## config.mk

```make
export PLATFORM = sky130hd
export DESIGN_NAME = fses_top
export DESIGN_NICKNAME = d
export VERILOG_FILES = /design/src/rtl/fses_pkg.sv /design/src/rtl/fses_flag_bank.sv /design/src/rtl/fses_ecc_buf.sv /design/src/rtl/fses_top.sv
export VERILOG_INCLUDE_DIRS = /design/src /design/src/rtl
export SDC_FILE = /design/constraint.sdc
export NUM_CORES = 1
export LEC_CHECK = 0
export ABC_AREA = 1
export BUFFER_PORTS_ARGS = -buffer_cell sky130_fd_sc_hd__buf_2
export CELL_PAD_IN_SITES_DETAIL_PLACEMENT = 0
export CELL_PAD_IN_SITES_GLOBAL_PLACEMENT = 2
export CORE_UTILIZATION = 29
export DETAILED_ROUTE_END_ITERATION = 8
export PLACE_DENSITY = 0.87
export SYNTH_ARGS = -nofsm -noshare
export SYNTH_HDL_FRONTEND = slang
export SYNTH_SLANG_ARGS = --single-unit
```

## constraint.sdc

```tcl
create_clock -name pclk -period 2.25 [get_ports pclk]
set_clock_uncertainty 0.15 [all_clocks]
set_input_delay 0.225 -clock pclk [delete_from_list [all_inputs] [get_ports pclk]]
set_output_delay 0.225 -clock pclk [all_outputs]
set_load 0.005 [all_outputs]
```

## src/rtl/fses_consts.svh

```systemverilog
// constants of the flash sequencer error/monitor status block
// assumes inclusion by bare name from rtl files
`ifndef FSES_CONSTS_SVH
`define FSES_CONSTS_SVH

// register byte offsets on the apb slave
`define FSES_OFS_STATUS      12'h000
`define FSES_OFS_ECC_TMODE   12'h004
`define FSES_OFS_DUMMY_ECC   12'h008
`define FSES_OFS_IRQ_STATUS  12'h00C
`define FSES_OFS_IRQ_MASK    12'h010

// flash_status_word bit positions
`define FSES_BIT_ENTRY_ERR   22
`define FSES_BIT_SEC_ERR     21
`define FSES_BIT_MISC_ERR    20
`define FSES_BIT_RSVD        19
`define FSES_BIT_EBUF_FULL   18
`define FSES_BIT_BP_DOUBLE   17
`define FSES_BIT_BP_SINGLE   16

// ecc_test_mode_register field
`define FSES_BIT_ECC_DIS     0

// interrupt status / mask bits
`define FSES_IRQ_LOCK        0
`define FSES_IRQ_CORR        1
`define FSES_IRQ_FULL        2
`define FSES_IRQ_N           3

// reset values
`define FSES_RST_ECC_DIS     1'h0
`define FSES_RST_IRQ         3'h0
`define FSES_RST_MASK        3'h0
`define FSES_RST_DATA        32'h0000_0000

// buffer geometry defaults
`define FSES_DMY_W           8
`define FSES_EBUF_DEPTH      4

`endif

```

## src/rtl/fses_pkg.sv

```systemverilog
// types of the flash sequencer error/monitor status block
// assumes nothing beyond the constants header
package fses_pkg;

    // command currently processed by the sequencer
    typedef enum logic [2:0] {
        CMD_NONE,
        CMD_CF_PROGRAM,
        CMD_CF_BLOCK_ERASE,
        CMD_BP_SETTINGS,
        CMD_OTHER
    } fses_cmd_t;

    // register selected by an apb address
    typedef enum logic [2:0] {
        SEL_STATUS,
        SEL_ECC_TMODE,
        SEL_DUMMY_ECC,
        SEL_IRQ_STATUS,
        SEL_IRQ_MASK,
        SEL_NONE
    } fses_sel_t;

    // state of the top level
    typedef struct packed {
        logic        ecc_dis;
        logic [2:0]  irq_sts;
        logic [2:0]  irq_mask;
        logic [31:0] prdata;
        logic        lock_prev;
        logic        corr_prev;
        logic        full_prev;
    } fses_top_st_t;

endpackage

```

## src/rtl/fses_flag_bank.sv

```systemverilog
// sticky flag bank, set wins over a simultaneous clear
// assumes set and clear come from logic on pclk
`timescale 1ns/1ps
module fses_flag_bank #(
    parameter int N = 5
) (
    // clock and reset
    input  wire logic         pclk,
    input  wire logic         presetn,
    input  wire logic         ce,
    // control
    input  wire logic [N-1:0] set,
    input  wire logic         clr,
    // flags
    output logic      [N-1:0] flags
);
    typedef struct packed {
        logic [N-1:0] flags;
    } fses_flag_st_t;

    fses_flag_st_t st_q;
    fses_flag_st_t st_d;

    if (N < 1) begin
        $error("fses_flag_bank: N must be at least 1");
    end

    always_comb begin
        st_d = st_q;
        if (ce) begin
            st_d.flags = (st_q.flags & ~{N{clr}}) | set;
        end
    end

    always_ff @(posedge pclk or negedge presetn) begin
        if (!presetn) begin
            st_q <= '0;
        end else begin
            st_q <= st_d;
        end
    end

    assign flags = st_q.flags;
endmodule

```

## src/rtl/fses_ecc_buf.sv

```systemverilog
// dummy ecc entry buffer in flip-flops, valid/ready on both sides
// assumes both sides on pclk; full follows the entry count directly
`timescale 1ns/1ps
module fses_ecc_buf #(
    parameter int W     = 8,
    parameter int DEPTH = 4
) (
    // clock and reset
    input  wire logic         pclk,
    input  wire logic         presetn,
    input  wire logic         ce,
    // fill side
    input  wire logic         push_valid,
    output logic              push_ready,
    input  wire logic [W-1:0] push_data,
    // drain side
    output logic              pop_valid,
    input  wire logic         pop_ready,
    output logic      [W-1:0] pop_data,
    // status
    output logic              full
);
    localparam int AW = (DEPTH > 1) ? $clog2(DEPTH) : 1;

    typedef struct packed {
        logic [DEPTH-1:0][W-1:0] mem;
        logic [AW-1:0]           wr;
        logic [AW-1:0]           rd;
        logic [AW:0]             cnt;
    } fses_buf_st_t;

    fses_buf_st_t st_q;
    fses_buf_st_t st_d;
    logic         do_push;
    logic         do_pop;

    if (DEPTH < 2 || W < 1) begin
        $error("fses_ecc_buf: DEPTH must be >= 2 and W >= 1");
    end

    function automatic logic [AW-1:0] nxt(input logic [AW-1:0] p);
        nxt = (p == AW'(DEPTH - 1)) ? '0 : p + AW'(1);
    endfunction

    assign full       = (st_q.cnt == (AW+1)'(DEPTH));
    assign push_ready = ce && !full;
    assign pop_valid  = ce && (st_q.cnt != '0);
    assign pop_data   = st_q.mem[st_q.rd];
    assign do_push    = push_valid && push_ready;
    assign do_pop     = pop_valid && pop_ready;

    always_comb begin
        st_d = st_q;
        if (do_push) begin
            st_d.mem[st_q.wr] = push_data;
            st_d.wr = nxt(st_q.wr);
        end
        if (do_pop) begin
            st_d.rd = nxt(st_q.rd);
        end
        if (do_push && !do_pop) begin
            st_d.cnt = st_q.cnt + (AW+1)'(1);
        end else if (do_pop && !do_push) begin
            st_d.cnt = st_q.cnt - (AW+1)'(1);
        end
    end

    always_ff @(posedge pclk or negedge presetn) begin
        if (!presetn) begin
            st_q <= '0;
        end else begin
            st_q <= st_d;
        end
    end
endmodule

```

## src/rtl/fses_top.sv

```systemverilog
// error and monitor bits 22..16 of the flash status word, with apb slave,
// dummy ecc buffer and interrupt logic
// assumes sequencer-side event, command and drain signals are on pclk
//
// How it works
// error flags 22..20 set, force command lock
// clear-status or forced-stop start clears flags
// reserved bit 19 always reads zero
// internal ecc buffer, full shown on bit 18
// dummy register feeds buffer only when disabled
// dummy write while full stalls apb
// full flag rises when buffer fills programming
// full flag drops once buffer not full
// protect-area double error sets 17, locks
// protect area read by three command kinds
// protect-area corrected error sets 16, no lock
// master tolerates stalls, clears lock afterwards
`timescale 1ns/1ps
`include "fses_consts.svh"
module fses_top #(
    parameter int AW     = 12,
    parameter int DMY_W  = `FSES_DMY_W,
    parameter int EDEPTH = `FSES_EBUF_DEPTH
) (
    // clock, reset, enable
    input  wire logic              pclk,
    input  wire logic              presetn,
    input  wire logic              ce,

    // apb slave
    input  wire logic              psel,
    input  wire logic              penable,
    input  wire logic              pwrite,
    input  wire logic [AW-1:0]     paddr,
    input  wire logic [31:0]       pwdata,
    input  wire logic [3:0]        pstrb,
    output logic                   pready,
    output logic      [31:0]       prdata,
    output logic                   pslverr,

    // error detection from the sequencer
    input  wire logic              entry_err_det,
    input  wire logic              security_err_det,
    input  wire logic              misc_err_det,

    // protect area ecc monitor from the sequencer
    input  wire logic              bp_read_active,
    input  wire fses_pkg::fses_cmd_t cmd_kind,
    input  wire logic              bp_double_det,
    input  wire logic              bp_single_det,

    // command starts
    input  wire logic              status_clear_start,
    input  wire logic              forced_stop_start,
    input  wire logic              prog_cmd_active,

    // ecc buffer drain
    output logic                   ecc_pop_valid,
    input  wire logic              ecc_pop_ready,
    output logic      [DMY_W-1:0]  ecc_pop_data,

    // status out
    output logic                   command_lock,
    output logic                   ecc_buffer_full_flag,
    output logic                   irq
);
    // five flags in the bank, three interrupt sources
    localparam int NF = 5;
    localparam int NIRQ = `FSES_IRQ_N;

    // flag positions inside the bank
    localparam int F_ENTRY  = 4;
    localparam int F_SEC    = 3;
    localparam int F_MISC   = 2;
    localparam int F_DOUBLE = 1;
    localparam int F_SINGLE = 0;

    if (AW < 5) begin
        $error("fses_top: AW must be at least 5");
    end
    if (DMY_W < 1 || DMY_W > 32) begin
        $error("fses_top: DMY_W must be in 1..32");
    end
    if (EDEPTH < 2) begin
        $error("fses_top: EDEPTH must be at least 2");
    end
    if (NIRQ != 3) begin
        $error("fses_top: exactly three interrupt sources");
    end

    // state register and its next value
    fses_pkg::fses_top_st_t st_q;
    fses_pkg::fses_top_st_t st_d;

    // flag bank side
    logic [NF-1:0]    flag_set;
    logic [NF-1:0]    flags;
    logic             flag_clr;
    logic             bp_check;

    // buffer side
    logic             push_valid;
    logic             push_ready;
    logic             ebuf_full;

    // apb side
    logic             setup;
    logic             access;
    logic             wr_done;
    logic             dmy_wr;
    logic             dmy_fill;

    // interrupt side
    logic             lock_rise;
    logic             corr_rise;
    logic             full_rise;
    logic [2:0]       irq_evt;

    // register selected by paddr
    fses_pkg::fses_sel_t sel;

    // address to register select
    function automatic fses_pkg::fses_sel_t decode(input logic [AW-1:0] a);
        logic [11:0] a12;
        a12 = 12'(a);
        // word aligned and inside the 12-bit map only
        if (a[1:0] != 2'h0 || a != AW'(a12)) begin
            decode = fses_pkg::SEL_NONE;
        end else begin
            case (a12)
                `FSES_OFS_STATUS:     decode = fses_pkg::SEL_STATUS;
                `FSES_OFS_ECC_TMODE:  decode = fses_pkg::SEL_ECC_TMODE;
                `FSES_OFS_DUMMY_ECC:  decode = fses_pkg::SEL_DUMMY_ECC;
                `FSES_OFS_IRQ_STATUS: decode = fses_pkg::SEL_IRQ_STATUS;
                `FSES_OFS_IRQ_MASK:   decode = fses_pkg::SEL_IRQ_MASK;
                default:              decode = fses_pkg::SEL_NONE;
            endcase
        end
    endfunction

    // protect area read happens only for these command kinds
    function automatic logic reads_bp(input fses_pkg::fses_cmd_t k);
        case (k)
            fses_pkg::CMD_CF_PROGRAM:     reads_bp = 1'b1;
            fses_pkg::CMD_CF_BLOCK_ERASE: reads_bp = 1'b1;
            fses_pkg::CMD_BP_SETTINGS:    reads_bp = 1'b1;
            default:                      reads_bp = 1'b0;
        endcase
    endfunction

    // assemble the status word from live flags
    function automatic logic [31:0] status_word(input logic [NF-1:0] f,
                                                input logic full_f);
        logic [31:0] w;
        w = `FSES_RST_DATA;
        w[`FSES_BIT_ENTRY_ERR] = f[F_ENTRY];
        w[`FSES_BIT_SEC_ERR]   = f[F_SEC];
        w[`FSES_BIT_MISC_ERR]  = f[F_MISC];
        w[`FSES_BIT_RSVD]      = 1'b0;
        // bit 18 follows the live entry count
        w[`FSES_BIT_EBUF_FULL] = full_f;
        w[`FSES_BIT_BP_DOUBLE] = f[F_DOUBLE];
        w[`FSES_BIT_BP_SINGLE] = f[F_SINGLE];
        status_word = w;
    endfunction

    // apb phase decode
    assign sel    = decode(paddr);
    assign setup  = psel && !penable;
    assign access = psel && penable;
    assign dmy_wr = access && pwrite && (sel == fses_pkg::SEL_DUMMY_ECC);

    // dummy register is the buffer's input only with ecc disabled
    assign dmy_fill   = dmy_wr && st_q.ecc_dis && prog_cmd_active;
    assign push_valid = dmy_fill && ce;

    // stall the dummy write until the buffer has room
    // room shows one cycle after a pop, not in the pop cycle
    assign pready  = ce && !(dmy_fill && !push_ready);
    // unmapped or unaligned: error with no wait state
    assign pslverr = access && (sel == fses_pkg::SEL_NONE);
    assign wr_done = access && pwrite && pready;
    // stands from a read setup to the next one
    assign prdata  = st_q.prdata;

    // error and monitor flag sources
    assign bp_check = bp_read_active && reads_bp(cmd_kind);
    assign flag_set[F_ENTRY]  = entry_err_det;
    assign flag_set[F_SEC]    = security_err_det;
    assign flag_set[F_MISC]   = misc_err_det;
    // ecc monitor events count only while the area is read
    assign flag_set[F_DOUBLE] = bp_check && bp_double_det;
    assign flag_set[F_SINGLE] = bp_check && bp_single_det;
    // a set in the clearing cycle wins inside the bank
    assign flag_clr = status_clear_start || forced_stop_start;

    // five sticky flags, bits 22..20, 17 and 16
    fses_flag_bank #(
        .N       (NF)
    ) u_flags (
        .pclk    (pclk),
        .presetn (presetn),
        .ce      (ce),
        .set     (flag_set),
        .clr     (flag_clr),
        .flags   (flags)
    );

    // lock while any error or double-error flag stands; single does not
    assign command_lock = flags[F_ENTRY] || flags[F_SEC]
                       || flags[F_MISC]  || flags[F_DOUBLE];

    // dummy ecc entries wait here for the sequencer
    fses_ecc_buf #(
        .W          (DMY_W),
        .DEPTH      (EDEPTH)
    ) u_ebuf (
        .pclk       (pclk),
        .presetn    (presetn),
        .ce         (ce),
        .push_valid (push_valid),
        .push_ready (push_ready),
        .push_data  (pwdata[DMY_W-1:0]),
        .pop_valid  (ecc_pop_valid),
        .pop_ready  (ecc_pop_ready),
        .pop_data   (ecc_pop_data),
        .full       (ebuf_full)
    );

    // full rises only by pushes, falls at the first pop
    assign ecc_buffer_full_flag = ebuf_full;

    // interrupt events on rising edges of the monitored conditions
    assign lock_rise = command_lock && !st_q.lock_prev;
    assign corr_rise = flags[F_SINGLE] && !st_q.corr_prev;
    assign full_rise = ebuf_full && !st_q.full_prev;

    always_comb begin
        irq_evt = 3'h0;
        irq_evt[`FSES_IRQ_LOCK] = lock_rise;
        irq_evt[`FSES_IRQ_CORR] = corr_rise;
        irq_evt[`FSES_IRQ_FULL] = full_rise;
    end

    // the mask gates only the output, never the recording
    assign irq = |(st_q.irq_sts & st_q.irq_mask);

    always_comb begin
        // ce low leaves every field as it was
        st_d = st_q;
        if (ce) begin
            // levels of the cycle before, for the edge detectors
            st_d.lock_prev = command_lock;
            st_d.corr_prev = flags[F_SINGLE];
            st_d.full_prev = ebuf_full;

            // read data captured in the setup cycle
            if (setup && !pwrite) begin
                case (sel)
                    fses_pkg::SEL_STATUS:
                        st_d.prdata = status_word(flags, ebuf_full);
                    fses_pkg::SEL_ECC_TMODE:
                        st_d.prdata = {31'h0, st_q.ecc_dis};
                    fses_pkg::SEL_IRQ_STATUS:
                        st_d.prdata = {29'h0, st_q.irq_sts};
                    fses_pkg::SEL_IRQ_MASK:
                        st_d.prdata = {29'h0, st_q.irq_mask};
                    default:
                        st_d.prdata = `FSES_RST_DATA;
                endcase
            end

            // writes take effect at the completing edge
            if (wr_done && pstrb[0]) begin
                case (sel)
                    fses_pkg::SEL_ECC_TMODE:
                        st_d.ecc_dis = pwdata[`FSES_BIT_ECC_DIS];
                    fses_pkg::SEL_IRQ_STATUS:
                        st_d.irq_sts = st_q.irq_sts & ~pwdata[2:0];
                    fses_pkg::SEL_IRQ_MASK:
                        st_d.irq_mask = pwdata[2:0];
                    // the status word is read-only; writes vanish
                    default: ;
                endcase
            end

            // event set wins over a write-one clear
            st_d.irq_sts = st_d.irq_sts | irq_evt;
        end
    end

    always_ff @(posedge pclk or negedge presetn) begin
        if (!presetn) begin
            st_q.ecc_dis   <= `FSES_RST_ECC_DIS;
            st_q.irq_sts   <= `FSES_RST_IRQ;
            st_q.irq_mask  <= `FSES_RST_MASK;
            st_q.prdata    <= `FSES_RST_DATA;
            st_q.lock_prev <= 1'b0;
            st_q.corr_prev <= 1'b0;
            st_q.full_prev <= 1'b0;
        end else begin
            st_q <= st_d;
        end
    end
endmodule

```

==> results.json <==
{
  "status": "finished, violations left",
  "violations": "DRC",
  "ir_worst_vdd_mv": 0.429,
  "dr.pass1.iters": 6,
  "grt_pass1_wl_mm": 13.1,
  "post_cts_buffers": 0,
  "worstSetupPathType": "flip-flop to flip-flop",
  "p_leak_nw": 2.17,
  "setup_slack_ps": 155,
  "crit_required_ps": 2310,
  "dp.final_hpwl_mm": 5.84,
  "final_common_cell": "nand2_1",
  "hold_path.class": "primary input to flip-flop",
  "track_usage_pct": 13.5,
  "max-cap-violations": 0,
  "reg2reg_slack_ps": 150,
  "whs_path_depth": 3,
  "worst-path-max-fanout": 3,
  "power.total_mw": 3.40,
  "power_density_mw_per_mm2": 796,
  "fin_crit_ps": 2100,
  "clk_path_buf_depth": 2,
  "holdWs_ps": 9.31,
  "arrival_ps": 2160,
  "placed_area_mm2": 0.00393,
  "cts_tree": "yes",
  "clk_latency_ps": 320,
  "rr_startpoint": "u_ebuf.st_q[0]$_DFFE_PN0P_",
  "grt_pass1_vias": 2742,
  "die_area_mm2": 0.0124,
  "worstHoldEndpoint": "u_flags.flags[0]$_DFFE_PN0P_",
  "finalCritPeriodShare_pct": 93.1,
  "die_h_um": 112,
  "critPathLaunchType": "flip-flop",
  "met2_usage_pct": 22.0,
  "netlist_instances": 413,
  "relSlewSlack_pct": 53.5,
  "nets": 567,
  "drtIter0Drc": 155,
  "post-place-cells": 621,
  "synthesis.area_mm2": 0.00348,
  "utilization_pct": 36.9,
  "synthArstFlopShare_pct": 100,
  "io_buffer_count": 62,
  "drcViolationCount": 2,
  "r2r_cells": 8,
  "fmax_mhz": 477,
  "grt_overflow": 0,
  "synthToLayoutAreaGrowth_pct": 22.5,
  "multiInputGateArea_mm2": 0.00152,
  "min_from": "bp_single_det",
  "clock_sinks": 63,
  "cp-end-kind": "flip-flop",
  "gp_congestion": 0.843,
  "avgSynthCellArea_um2": 8.43,
  "synth_edf_count": 0,
  "final_area_mm2": 0.00426,
  "rsz0062_at_grt": "true",
  "regToRegEndpoint": "u_ebuf.st_q[1]$_DFFE_PN0P_",
  "cts_inserted_buffers": 9,
  "tns_ps": 0,
  "most-common-layout-cells": "nand2_1, dfrtp_1, buf_2",
  "num_vias": 2847,
  "drive_gt1_share_pct": 26.1,
  "place_ws_ps": -203,
  "seq_area_mm2": 0.00158,
  "synth_ff_type": "dfrtp_1",
  "clkTransAtPathRegs_ps": 50,
  "finalHoldViolCount": 0,
  "grt_util_met3_pct": 3.59,
  "stdcell_count": 641,
  "slew_viol_final": 0,
  "fp-row-count": 39,
  "drt-wirelength-per-cell_um": 12.3,
  "n_antenna_cell": 0,
  "ys_warn_count": 0,
  "cts-root-buf": "clkbuf_16",
  "ys_ff_latch": 63,
  "grt_max_degree": 30,
  "ant_nets": 0,
  "worstMarginPinSlew_ps": 697,
  "core_mm2": 0.0116,
  "grt_antenna_before_repair": 0,
  "top_level_ports": 113,
  "htree_levels": 3,
  "chipWidth_um": 112,
  "busiest_layer": "met2",
  "start_util_pct": 30.1,
  "synth_cell_types": 39,
  "viasPerCell": 4.44,
  "grtUsageMet1_pct": 17.3,
  "yosysSeqAreaShare_pct": 45.3,
  "nFillCells": 1207,
  "finalSetupViolations": 0,
  "drt-total-wl_mm": 7.91
}
## layout make-up
type / count / area share, %
flip-flops and latches: 63 / 37.0
multi-input cells: 283 / 35.6
repair buffers: 89 / 12.6
clock buffers: 13 / 6.10
well taps: 143 / 4.20
inverters: 47 / 4.14
clock inverters: 3 / 0.411
## Yosys cell counts (all sizes together), types with 4 or more instances
cell type / number / area share (%)
clkbuf: 4 / 0.43
nand4: 6 / 1.1
ha: 6 / 2.2
dfrtp: 63 / 45
buf: 38 / 8.4
nand3: 21 / 4.6
o22ai: 12 / 2.2
inv: 47 / 5.1
o31ai: 6 / 1.3
o21ai: 58 / 9.1
nand2: 91 / 10
nor2: 40 / 5.8
## registers in the layout, indices dropped and copies added (netlist names)
signal / flops
u_flags.flags: 5
prdata: 9
st_q: 10
u_ebuf.st_q: 39
## how the worst max path moves through the flow
stage / start / endpoint / slack, ps / cells past startpoint
5_1_grt: st_q[41]$_DFFE_PN0P_ / u_ebuf.st_q[2]$_DFFE_PN0P_ / -30 / 12
2_1_floorplan: paddr[8] / u_ebuf.st_q[1]$_DFFE_PN0P_ / 4 / 13
3_5_place_dp: paddr[9] / u_ebuf.st_q[2]$_DFFE_PN0P_ / -200 / 17
4_1_cts: paddr[9] / u_ebuf.st_q[2]$_DFFE_PN0P_ / 130 / 17
6_report: u_ebuf.st_q[0]$_DFFE_PN0P_ / u_ebuf.st_q[1]$_DFFE_PN0P_ / 150 / 8
3_3_place_gp: paddr[8] / u_ebuf.st_q[1]$_DFFE_PN0P_ / -130 / 14
## logic make-up after synthesis
logic type      synth area share [%]
simple gates                    22.7
buf+inv                         13.9
compound gates                  14.4
flops                           45.3
fa+ha+maj                       2.73
xor+xnor                       0.503
other cells                    0.108
mux                            0.323
## report_power, final
group	internal (mW)	total [mW]	leakage, nW	switching (mW)
Combinational	0.330	0.842	1.19	0.512
Sequential	1.21	1.27	0.847	0.0535
Clock	0.802	1.29	0.136	0.484
## repair_timing
action / CTS / global route
hold endpoints to repair: 29 / 0
hold buffers: 4 / 0
gates resized for setup: 0 / 5
setup endpoints to repair: 0 / 2
## worst max-delay path, stage by stage, from the launching register on
cell	delay (ps)
dfrtp_1	420
nor2_1	160
nand2_1	140
nand2_1	130
nor2_1	60
ha_1	170
inv_1	80
fa_1	400
mux2_2	260
## per-layer routing
| layer | share of wire (%) | vias up |
|---|---|---|
| met3 | 4.9 | 9 |
| met1 | 46 | 1306 |
| li1 | - | 1458 |
| met4 | 0.96 | 0 |
| met5 | 0 | - |
| met2 | 48 | 74 |
Power figures use the tool's default switching activity.
